`config.mk`:
```
export PLATFORM = sky130hd
export DESIGN_NAME = pfsr_top
export DESIGN_NICKNAME = d
export VERILOG_FILES = /design/src/design/pfsr_pkg.sv /design/src/design/pfsr_top.sv
export SDC_FILE = /design/constraint.sdc
export NUM_CORES = 1
export LEC_CHECK = 0
export CAP_MARGIN = 20
export CORE_MARGIN = 3
export CORE_UTILIZATION = 50
export DETAILED_ROUTE_END_ITERATION = 10
export DONT_BUFFER_PORTS = 1
export HOLD_SLACK_MARGIN = 0.03
export PLACE_DENSITY_LB_ADDON = 0.15
export REMOVE_ABC_BUFFERS = 1
export SYNTH_ARGS = -nofsm -noshare
export SYNTH_HDL_FRONTEND = slang
export SYNTH_SLANG_ARGS = --single-unit
```
`constraint.sdc`:
```
create_clock -name clk_i -period 2 [get_ports clk_i]
set_input_delay 0.4 -clock clk_i [delete_from_list [all_inputs] [get_ports clk_i]]
set_output_delay 0.4 -clock clk_i [all_outputs]
set_load 0.03 [all_outputs]
```
`src/design/pfsr_pkg.sv`:
```
`default_nettype none
package pfsr_pkg;
  // Management register indices
  localparam logic [4:0]  REG_BMC       = 5'h00;
  localparam logic [4:0]  REG_BMS       = 5'h01;
  localparam logic [4:0]  REG_EXT_ADDR  = 5'h0d;
  localparam logic [4:0]  REG_EXT_DATA  = 5'h0e;
  localparam logic [4:0]  REG_LED_ROUTE = 5'h18;
  localparam logic [4:0]  REG_RST_CTRL  = 5'h1f;
  localparam logic [15:0] EXT_FIBER_STAT = 16'h00fd;
  localparam logic [15:0] EXT_FIBER_MAN  = 16'h0102;
  // Field positions
  localparam int BMC_RESET   = 15;
  localparam int BMC_AN_EN   = 12;
  localparam int BMC_AN_RST  = 8;
  localparam int BMS_AN_DONE = 5;
  localparam int BMS_LINK    = 2;
  localparam int RCR_HI      = 15;
  localparam int RCR_LO      = 14;
  localparam int FS_AUTO     = 9;
  localparam int FM_EN       = 15;
  localparam int FM_VAL      = 14;
  localparam int LR_ACT_COL  = 0;
  localparam int LR_COL_OFF  = 1;
  // Reset and fixed values
  localparam logic [15:0] BMC_DEFAULT  = 16'h1000;
  localparam logic [15:0] BMS_FIXED    = 16'h0000;
  localparam logic [2:0]  FS_RSVD_HI   = 3'h3;
  localparam logic [8:0]  FS_RSVD_LO   = 9'h164;
  localparam logic [13:0] FM_RSVD      = 14'h0200;
  localparam logic [15:0] ZERO16       = 16'h0000;
  // Timing
  localparam int CLK_PERIOD_NS = 25;
  localparam int RST_DONE_US   = 200;
  localparam int RST_DONE_CYC  = (RST_DONE_US * 1000) / CLK_PERIOD_NS;
  localparam int RST_CNT_W     = 14;
  localparam logic [13:0] STRAP_CAPTURE_CYC = 14'h0003;
  localparam logic [6:0]  FEF_ONES   = 7'h54;
  localparam int          BLINK_MSB  = 20;
  localparam logic [19:0] ACT_HOLD   = 20'hfffff;
  // Management frame
  localparam logic [3:0]  HDR_LAST   = 4'hc;
  localparam logic [3:0]  DATA_LAST  = 4'hf;
  localparam logic [1:0]  OP_READ    = 2'h2;
  localparam logic [1:0]  OP_WRITE   = 2'h1;

  typedef enum logic [1:0] {
    MF_IDLE = 2'b00,
    MF_HDR  = 2'b01,
    MF_TA   = 2'b11,
    MF_DATA = 2'b10
  } pfsr_mf_state_t;

  // Status from the fiber datapath, same clock
  typedef struct packed {
    logic fef_detect;
    logic pecl_violation;
    logic pecl_valid;
    logic activity;
    logic collision;
    logic link_up;
  } pfsr_line_t;

  function automatic logic ext_hit(input logic [4:0]  regad,
                                   input logic [15:0] ext_addr,
                                   input logic [15:0] target);
    ext_hit = (regad == REG_EXT_DATA) && (ext_addr == target);
  endfunction : ext_hit
endpackage : pfsr_pkg
`default_nettype wire

```
`src/design/pfsr_top.sv`:
```
// Behaviour
// - Hardware reset restores registers, relatches straps.
// - Ready about 200 us after reset release.
// - Control bit 15 write resets management state.
// - Reset control bits 15,14 digital reset.
// - Status bit 5 reports autonegotiation complete.
// - Answer only frames carrying strapped station address.
// - Mode strap low MII, high reduced interface.
// - Five address straps captured at hardware reset.
// - Link indicator steady on, blinks on activity.
// - Activity moves to collision pin when disabled.
// - Remote fault detection latches bit 15 high.
// - Optical signalling violation latches bit 14 high.
// - Detect bit latches low, read refreshes it.
// - Auto detect treats valid signalling as detect.
// - Manual detect enable bit, resets to zero.
// - Manual value overrides every other detect source.
// - Low bits fixed 0x200, writes ignored.
// - Fault pattern: 84 ones then one zero.
// - No signal detect sends remote fault indication.
`timescale 1ns/1ps
`default_nettype none
module pfsr_top #(
  parameter int unsigned RST_WAIT = pfsr_pkg::RST_DONE_CYC
) (
  input  wire logic                 clk_i,
  input  wire logic                 rst_n_i,
  input  wire logic                 mdc_i,
  input  wire logic                 mdio_i,
  output var  logic                 mdio_o,
  output var  logic                 mdio_oe_o,
  input  wire logic [4:0]           station_address_strap_i,
  input  wire logic                 rmii_strap_i,
  input  wire logic                 signal_detect_input_i,
  input  wire pfsr_pkg::pfsr_line_t line_i,
  output var  logic                 link_indicator_pin_o,
  output var  logic                 col_pin_o,
  output var  logic                 rmii_mode_o,
  output var  logic                 fiber_link_o,
  output var  logic                 remote_fault_indication_o,
  output var  logic                 fef_tx_en_o,
  output var  logic                 ready_o
);
  import pfsr_pkg::*;

  // Pin synchronisers: mdc, mdio, detect, mode strap, address straps
  logic [8:0] sync1;
  logic [8:0] sync2;
  logic       mdc_d;
  always_ff @(posedge clk_i or negedge rst_n_i) begin
    if (!rst_n_i) begin
      sync1 <= 9'h000;
      sync2 <= 9'h000;
      mdc_d <= 1'b0;
    end else begin
      sync1 <= {mdc_i, mdio_i, signal_detect_input_i, rmii_strap_i,
                station_address_strap_i};
      sync2 <= sync1;
      mdc_d <= sync2[8];
    end
  end
  logic mdio_s;
  logic sd_s;
  logic mdc_rise;
  assign mdio_s   = sync2[7];
  assign sd_s     = sync2[6];
  assign mdc_rise = sync2[8] & ~mdc_d;

  // Reset completion and strap capture
  logic [RST_CNT_W-1:0] rst_cnt;
  logic [4:0]           station_addr;
  always_ff @(posedge clk_i or negedge rst_n_i) begin
    if (!rst_n_i) begin
      rst_cnt <= '0;
      ready_o <= 1'b0;
    end else if (!ready_o) begin
      rst_cnt <= rst_cnt + 1'b1;
      if (rst_cnt == RST_CNT_W'(RST_WAIT - 1)) begin
        ready_o <= 1'b1;
      end
    end
  end

  // Straps settle through the synchroniser before capture
  always_ff @(posedge clk_i or negedge rst_n_i) begin
    if (!rst_n_i) begin
      station_addr <= 5'h00;
      rmii_mode_o  <= 1'b0;
    end else if (!ready_o && rst_cnt == STRAP_CAPTURE_CYC) begin
      station_addr <= sync2[4:0];
      rmii_mode_o  <= sync2[5];
    end
  end

  // Management frame engine
  pfsr_mf_state_t state;
  logic [3:0]     bit_cnt;
  logic [12:0]    hdr_sr;
  logic [15:0]    data_sr;
  logic           wr_pulse;
  logic           rd_pulse;
  logic [15:0]    wr_data;
  logic [15:0]    rdata;
  logic           hdr_ok;
  logic           op_rd;
  logic           op_wr;
  assign op_rd  = hdr_sr[11:10] == OP_READ;
  assign op_wr  = hdr_sr[11:10] == OP_WRITE;
  assign hdr_ok = hdr_sr[12] && (hdr_sr[9:5] == station_addr);

  always_ff @(posedge clk_i or negedge rst_n_i) begin
    if (!rst_n_i) begin
      state     <= MF_IDLE;
      bit_cnt   <= 4'h0;
      hdr_sr    <= 13'h0000;
      data_sr   <= ZERO16;
      mdio_o    <= 1'b0;
      mdio_oe_o <= 1'b0;
      wr_pulse  <= 1'b0;
      rd_pulse  <= 1'b0;
      wr_data   <= ZERO16;
    end else begin
      wr_pulse <= 1'b0;
      rd_pulse <= 1'b0;
      if (mdc_rise) begin
        unique case (state)
          MF_IDLE: begin
            // Start bit; frames before ready are ignored
            if (ready_o && !mdio_s) begin
              state   <= MF_HDR;
              bit_cnt <= 4'h0;
            end
          end
          MF_HDR: begin
            hdr_sr  <= {hdr_sr[11:0], mdio_s};
            bit_cnt <= bit_cnt + 1'b1;
            if (bit_cnt == HDR_LAST) begin
              state   <= MF_TA;
              bit_cnt <= 4'h0;
            end
          end
          MF_TA: begin
            bit_cnt <= bit_cnt + 1'b1;
            if (bit_cnt == 4'h0) begin
              mdio_o    <= 1'b0;
              mdio_oe_o <= hdr_ok && op_rd;
            end else begin
              state   <= MF_DATA;
              bit_cnt <= 4'h0;
              data_sr <= rdata;
              mdio_o  <= rdata[15];
              rd_pulse <= hdr_ok && op_rd;
            end
          end
          MF_DATA: begin
            bit_cnt <= bit_cnt + 1'b1;
            mdio_o  <= data_sr[14];
            data_sr <= {data_sr[14:0], mdio_s};
            if (bit_cnt == DATA_LAST) begin
              state     <= MF_IDLE;
              mdio_oe_o <= 1'b0;
              wr_pulse  <= hdr_ok && op_wr;
              wr_data   <= {data_sr[14:0], mdio_s};
            end
          end
        endcase
      end
    end
  end

  logic [4:0] regad;
  assign regad = hdr_sr[4:0];

  // Register state
  logic [15:0] bmc;
  logic [15:0] ext_addr;
  logic [1:0]  led_route;
  logic        auto_sd;
  logic        man_en;
  logic        man_val;
  logic        soft_rst;
  logic        an_done;
  logic        fef_l;
  logic        pecl_l;
  logic        sd_l;
  logic        rd_stat;
  assign rd_stat = rd_pulse && ext_hit(regad, ext_addr, EXT_FIBER_STAT);

  // Either reset request clears the writable state two cycles after the write pulse
  always_ff @(posedge clk_i or negedge rst_n_i) begin
    if (!rst_n_i) begin
      soft_rst <= 1'b0;
    end else begin
      soft_rst <= wr_pulse &&
        ((regad == REG_BMC && wr_data[BMC_RESET]) ||
         (regad == REG_RST_CTRL && wr_data[RCR_HI] &&
          wr_data[RCR_LO]));
    end
  end

  always_ff @(posedge clk_i or negedge rst_n_i) begin
    if (!rst_n_i) begin
      bmc       <= BMC_DEFAULT;
      ext_addr  <= ZERO16;
      led_route <= 2'h0;
      auto_sd   <= 1'b0;
      man_en    <= 1'b0;
      man_val   <= 1'b0;
    end else if (soft_rst) begin
      bmc       <= BMC_DEFAULT;
      ext_addr  <= ZERO16;
      led_route <= 2'h0;
      auto_sd   <= 1'b0;
      man_en    <= 1'b0;
      man_val   <= 1'b0;
    end else if (wr_pulse) begin
      if (regad == REG_BMC) begin
        bmc <= {1'b0, wr_data[14:0]};
      end
      if (regad == REG_EXT_ADDR) begin
        ext_addr <= wr_data;
      end
      if (regad == REG_LED_ROUTE) begin
        led_route <= wr_data[1:0];
      end
      if (ext_hit(regad, ext_addr, EXT_FIBER_STAT)) begin
        auto_sd <= wr_data[FS_AUTO];
      end
      if (ext_hit(regad, ext_addr, EXT_FIBER_MAN)) begin
        man_en  <= wr_data[FM_EN];
        man_val <= wr_data[FM_VAL];
      end
    end else begin
      // Restart is a one-shot command
      bmc[BMC_AN_RST] <= 1'b0;
    end
  end

  always_ff @(posedge clk_i or negedge rst_n_i) begin
    if (!rst_n_i) begin
      an_done <= 1'b0;
    end else if (soft_rst || bmc[BMC_AN_RST] || !line_i.link_up) begin
      an_done <= 1'b0;
    end else if (bmc[BMC_AN_EN]) begin
      an_done <= 1'b1;
    end
  end

  // Latched status: an event in the clearing read cycle wins
  always_ff @(posedge clk_i or negedge rst_n_i) begin
    if (!rst_n_i) begin
      fef_l  <= 1'b0;
      pecl_l <= 1'b0;
      sd_l   <= 1'b0;
    end else begin
      fef_l  <= line_i.fef_detect | (fef_l & ~rd_stat);
      pecl_l <= line_i.pecl_violation | (pecl_l & ~rd_stat);
      sd_l   <= rd_stat ? sd_s : (sd_l & sd_s);
    end
  end

  always_comb begin
    rdata = ZERO16;
    unique case (regad)
      REG_BMC:       rdata = {1'b0, bmc[14:0]};
      REG_BMS:       rdata = BMS_FIXED |
                             (16'(an_done) << BMS_AN_DONE) |
                             (16'(line_i.link_up) << BMS_LINK);
      REG_EXT_ADDR:  rdata = ext_addr;
      REG_LED_ROUTE: rdata = {14'h0000, led_route};
      REG_EXT_DATA: begin
        if (ext_addr == EXT_FIBER_STAT) begin
          rdata = {fef_l, pecl_l, sd_l, FS_RSVD_HI, auto_sd, FS_RSVD_LO};
        end else if (ext_addr == EXT_FIBER_MAN) begin
          rdata = {man_en, man_val, FM_RSVD};
        end
      end
      default:       rdata = ZERO16;
    endcase
  end

  // Effective signal detect and remote fault transmit
  logic       sd_eff;
  logic [6:0] fef_cnt;
  assign sd_eff = man_en ? man_val :
                  (sd_s | (auto_sd & line_i.pecl_valid));

  always_ff @(posedge clk_i or negedge rst_n_i) begin
    if (!rst_n_i) begin
      fiber_link_o              <= 1'b0;
      fef_tx_en_o               <= 1'b0;
      remote_fault_indication_o <= 1'b0;
      fef_cnt                   <= 7'h00;
    end else begin
      fiber_link_o <= sd_eff;
      fef_tx_en_o  <= ~sd_eff;
      if (!sd_eff) begin
        fef_cnt <= (fef_cnt == FEF_ONES) ? 7'h00 : fef_cnt + 1'b1;
        remote_fault_indication_o <= fef_cnt != FEF_ONES;
      end else begin
        fef_cnt                   <= 7'h00;
        remote_fault_indication_o <= 1'b0;
      end
    end
  end

  // Indicators
  logic [BLINK_MSB:0] blink_cnt;
  logic [19:0]        act_cnt;
  logic               act_on;
  logic               route_col;
  logic               blink_on;
  assign act_on    = act_cnt != 20'h00000;
  // Blink phase is the lower half of the free-running blink_cnt, which a burst does not restart
  assign blink_on  = ~blink_cnt[BLINK_MSB];
  // Routing only takes effect with the collision function off
  assign route_col = led_route[LR_ACT_COL] & led_route[LR_COL_OFF];

  always_ff @(posedge clk_i or negedge rst_n_i) begin
    if (!rst_n_i) begin
      blink_cnt            <= '0;
      act_cnt              <= 20'h00000;
      link_indicator_pin_o <= 1'b0;
      col_pin_o            <= 1'b0;
    end else begin
      blink_cnt <= blink_cnt + 1'b1;
      act_cnt   <= line_i.activity ? ACT_HOLD :
                   (act_on ? act_cnt - 1'b1 : act_cnt);
      link_indicator_pin_o <= line_i.link_up &
        ~(act_on & ~route_col & blink_on);
      col_pin_o <= route_col ? (act_on & blink_on) :
                   (~led_route[LR_COL_OFF] & line_i.collision);
    end
  end

  // Checks
  ready_time_a: assert property (@(posedge clk_i) disable iff (!rst_n_i)
    $rose(ready_o) |-> $past(rst_cnt) == RST_CNT_W'(RST_WAIT - 1))
    else $error("ready rose at wrong count");
  strap_cap_a: assert property (@(posedge clk_i) disable iff (!rst_n_i)
    (!ready_o && rst_cnt == STRAP_CAPTURE_CYC) |=>
    station_addr == $past(sync2[4:0]))
    else $error("address strap not captured");
  bmc_reset_a: assert property (@(posedge clk_i) disable iff (!rst_n_i)
    (wr_pulse && regad == REG_BMC && wr_data[BMC_RESET]) |=> ##1
    (bmc == BMC_DEFAULT && !man_en && !auto_sd))
    else $error("control reset did not restore defaults");
  dig_reset_a: assert property (@(posedge clk_i) disable iff (!rst_n_i)
    (wr_pulse && regad == REG_RST_CTRL && wr_data[RCR_HI] &&
     wr_data[RCR_LO]) |=> soft_rst ##1 (led_route == 2'h0))
    else $error("digital reset not applied");
  addr_match_a: assert property (@(posedge clk_i) disable iff (!rst_n_i)
    mdio_oe_o |-> hdr_sr[9:5] == station_addr)
    else $error("answered foreign address");
  fef_latch_a: assert property (@(posedge clk_i) disable iff (!rst_n_i)
    line_i.fef_detect |=> fef_l)
    else $error("remote fault not latched");
  pecl_latch_a: assert property (@(posedge clk_i) disable iff (!rst_n_i)
    line_i.pecl_violation |=> pecl_l)
    else $error("signalling violation not latched");
  sd_low_a: assert property (@(posedge clk_i) disable iff (!rst_n_i)
    !sd_s |=> !sd_l)
    else $error("detect drop not latched low");
  manual_sd_a: assert property (@(posedge clk_i) disable iff (!rst_n_i)
    man_en |=> fiber_link_o == $past(man_val))
    else $error("manual detect not obeyed");
  fef_zero_a: assert property (@(posedge clk_i) disable iff (!rst_n_i)
    (!sd_eff && fef_cnt == FEF_ONES) |=> !remote_fault_indication_o)
    else $error("fault pattern zero missing");
  fef_send_a: assert property (@(posedge clk_i) disable iff (!rst_n_i)
    !sd_eff |=> fef_tx_en_o)
    else $error("fault indication not sent");
  an_done_a: assert property (@(posedge clk_i) disable iff (!rst_n_i)
    bmc[BMC_AN_RST] |=> !an_done)
    else $error("restart did not clear completion");

  rd_frame_c: cover property (@(posedge clk_i) disable iff (!rst_n_i)
    rd_pulse && regad == REG_BMS);
  wr_frame_c: cover property (@(posedge clk_i) disable iff (!rst_n_i)
    wr_pulse && ext_hit(regad, ext_addr, EXT_FIBER_MAN));
  fef_c: cover property (@(posedge clk_i) disable iff (!rst_n_i)
    fef_tx_en_o && !remote_fault_indication_o);
endmodule : pfsr_top
`default_nettype wire

```
==> impl_metrics.tcl <==
set metrics [dict create \
    cp-end-kind "flop" \
    synth-seq-cells 188 \
    first_pass_iters 5 \
    ioPinCount 26 \
    avgRoutedWirePerCell_um 16.5 \
    initial_core_util 0.520 \
    worst_hold_slack_ns -0.339 \
    drv_cap 0 \
    ys_top_cells_by_area "dfrtp_1 (56%), mux2_2 (4.4%), nand2_1 (3.7%)" \
    viasPerCell 5.65 \
    yosysSeqAreaShare 0.560 \
    overflow 0 \
    drtIter0Drc 355 \
    critical_path_class "flop to flop" \
    synth_warnings 0 \
    layoutNonFillerInstCount 1060 \
    rows 46 \
    cp-start-kind "flop" \
    synthCells 771 \
    synth_top_area_frac 0.557 \
    min_period_over_period 1.04 \
    port_buffers 0 \
    path_cells "or4_4 -> or3_4 -> nor3_4 -> buf_6 -> or4_2 -> nand3_1" \
    slew_violations 0 \
    antenna_left 0 \
    cts_made_buffers 17 \
    drc 0 \
    grt_usage 0.198 \
    antenna_found_initial 0 \
    fmax_mhz 480 \
    m1WireLength_mm 8.25 \
    finClkSkew_ns 0.0114 \
    cts_tree "yes" \
    drive_gt1_frac 0.210 \
    coreArea_mm2 0.0162 \
    dieArea_mm2 0.0184 \
    power_density_mw_per_mm2 737 \
    numClockSinks 188 \
    violations "negative hold slack, negative setup slack" \
    htreeDepth 4 \
    combPwrFrac 0.011 \
    clk_path_buf_depth 2 \
    cp_num_buf_inv 1 \
    cpLargestDelayFamily "simple AND/OR/NAND/NOR gates" \
    p_seq_frac 0.528 \
    dr.max_layer_used "met4" \
    grt_max_degree 189 \
    power_switching_mw 1.66 \
    setup_viol 10 \
    multi_input_area_mm2 0.00363 \
    ir_drop_mv 0.902 \
    crit_arrival_ns 2.39 \
    path_max_fanout 8 \
    synth.distinct_cells 74 \
    internal_power_mw 5.68 \
    grt_first_pass_wirelength_mm 29.2 \
    power.leakage_nw 4.27 \
    cts-root-buf "clkbuf_16" \
    post-dp-hpwl_mm 11.5 \
    worst_pin_slew_ns 0.543 \
    grt_pass1_vias 5965 \
    synth_area_per_cell_um2 10.9 \
    synth_edf_count 0 \
    slew-limit-headroom 0.635 \
    wl_met2_mm 8.32 \
    synth_most_common_cell "dfrtp_1" \
    swShare 0.226 \
    final_net_count 856 \
    hold_buffers 9 \
    cp_slowest_cell "or4_4" \
    slowest_delay_ns 0.54 \
    antenna_cells 0 \
    synth_flop_cell "dfrtp_1" \
    drt-total-wl_mm 17.5 \
    syn_area_mm2 0.00841 \
    power.total_mw 7.33 \
    synth_top_area_cell "dfrtp_1" \
    place_inst 1016 \
    path_clk_slew_ns 0.08 \
    async_flop_share 1.00 \
    rsz0062_at_grt "true" \
    die_w_um 136 \
    synth_commonest_cells "dfrtp_1 (187), nand2_1 (83), nor2_1 (53)" \
    vias 5987 \
    clkLatencyLatePin_ns 0.43 \
    required_ns 2.30 \
    fillers 1271 \
    pwr-share-clk 0.462 \
    min_period_ns 2.08 \
    finalSetupTns_ns -0.489 \
    timing.final.hold_violations 188 \
    area_growth_pct 18.4 \
    die_y_um 136 \
    dr_wl_met3_um 641 \
    place.gp.congestion 0.843 \
    setup_slack_ns -0.0813 \
    seq_area_mm2 0.00471 \
    status "finished, violations left" \
    min_path_type "input pin to async pin" \
]
power by group through the flow:
stage,Sequential [mW],Combinational [mW],Clock [mW]
2_1_floorplan,3.94,0.0463,0
3_3_place_gp,3.94,0.0575,0
3_5_place_dp,3.95,0.0595,0
4_1_cts,3.87,0.0746,3.46
5_1_grt,3.87,0.0886,3.62
6_report,3.87,0.0786,3.38
state kept, by name, indices dropped and copies added, names as in the netlist, 2 cells and up:
name and flops:
blink_cnt 21, rst_cnt 14, wr_data 16, state 2
hdr_sr 13, data_sr 15, fef_cnt 7, bmc 15
bit_cnt 4, ext_addr 16, sync1 9, station_addr 5
sync2 9, led_route 2, act_cnt 20
cells in the final DEF, fill, tap and decap left out, types with 4 or more instances in the layout:
cell / instances
and4_1: 4
o21ai_0: 26
nor2_1: 48
nor4_2: 5
a22oi_1: 6
inv_1: 20
nor2_2: 4
a31oi_1: 7
nand2_1: 81
clkbuf_16: 18
mux2i_1: 15
dfrtp_1: 187
nand3b_1: 4
or4_4: 4
ha_1: 8
dlygate4sd3_1: 9
nand4_1: 7
nand2b_1: 19
inv_6: 5
nor4_1: 4
nor2b_1: 12
nor3_1: 4
buf_4: 61
xnor2_1: 28
and3_1: 8
nand3_1: 43
o31ai_1: 5
a22o_1: 10
o21ai_1: 4
nor4b_1: 6
xor2_1: 22
a21oi_1: 37
mux2_2: 33
final cells by class:
cell class | instances | share of cell area
Inverter | 21 | 0.00792
Clock inverter | 15 | 0.0178
Sequential cell | 188 | 0.473
Multi-Input combinational cell | 526 | 0.365
Timing Repair Buffer | 77 | 0.0670
Tap cell | 216 | 0.0271
Clock buffer | 17 | 0.0427
worst paths after layout:
| kind | depth (start not counted) | endpoint | from | slack, ns |
|---|---|---|---|---|
| setup / recovery | 6 | act_cnt[8] | act_cnt[12] | -0.08 |
| setup reg to reg | 6 | act_cnt[8] | act_cnt[12] | -0.08 |
| max in group asynchronous | 0 | bmc[12] | rst_n_i | 2.04 |
| hold / removal | 0 | blink_cnt[4] | rst_n_i | -0.34 |
| hold reg to reg | 0 | sync2[1] | sync1[1] | 0.35 |
| min in group clk_i | 1 | fef_l | line_i[5] | 0.06 |
metal layers:
| layer | GRT usage | vias to the layer above |
|---|---|---|
| li1 | - | 2834 |
| met2 | 0.311 | 107 |
| met1 | 0.275 | 3022 |
| met3 | 0.0442 | 24 |
| met4 | 0.0666 | 0 |
| met5 | 0 | - |
repair_timing:
action / in CTS / in global routing
resized for setup: 16 / 25
setup endpoints to repair: 24 / 35
setup buffers: 1 / 1
endpoints found under the hold margin: 197 / 188
cloned: 0 / 1
pin swaps: 14 / 10
cells by family (layout without fill, tap and decap cells):
group	after synthesis	count (layout)	synth area share
AND/OR/NAND/NOR	289	289	0.183
flip-flops	188	188	0.560
AO/OA/AOI/OAI	130	130	0.0991
buffers and inverters	57	130	0.0310
XOR/XNOR	50	50	0.0521
multiplexers	49	49	0.0634
adder cells (fa/ha/maj)	8	8	0.0119
metrics by stage:
stage           util  setup slack, ns  cell area, um^2
2_1_floorplan      -           -0.872             8220
3_3_place_gp   0.558           -0.114             9030
3_5_place_dp   0.558           -0.142             9030
4_1_cts        0.606          -0.0598             9810
5_1_grt        0.616           -0.150             9960
6_report       0.616          -0.0813             9960
Power figures use the tool's default switching activity.
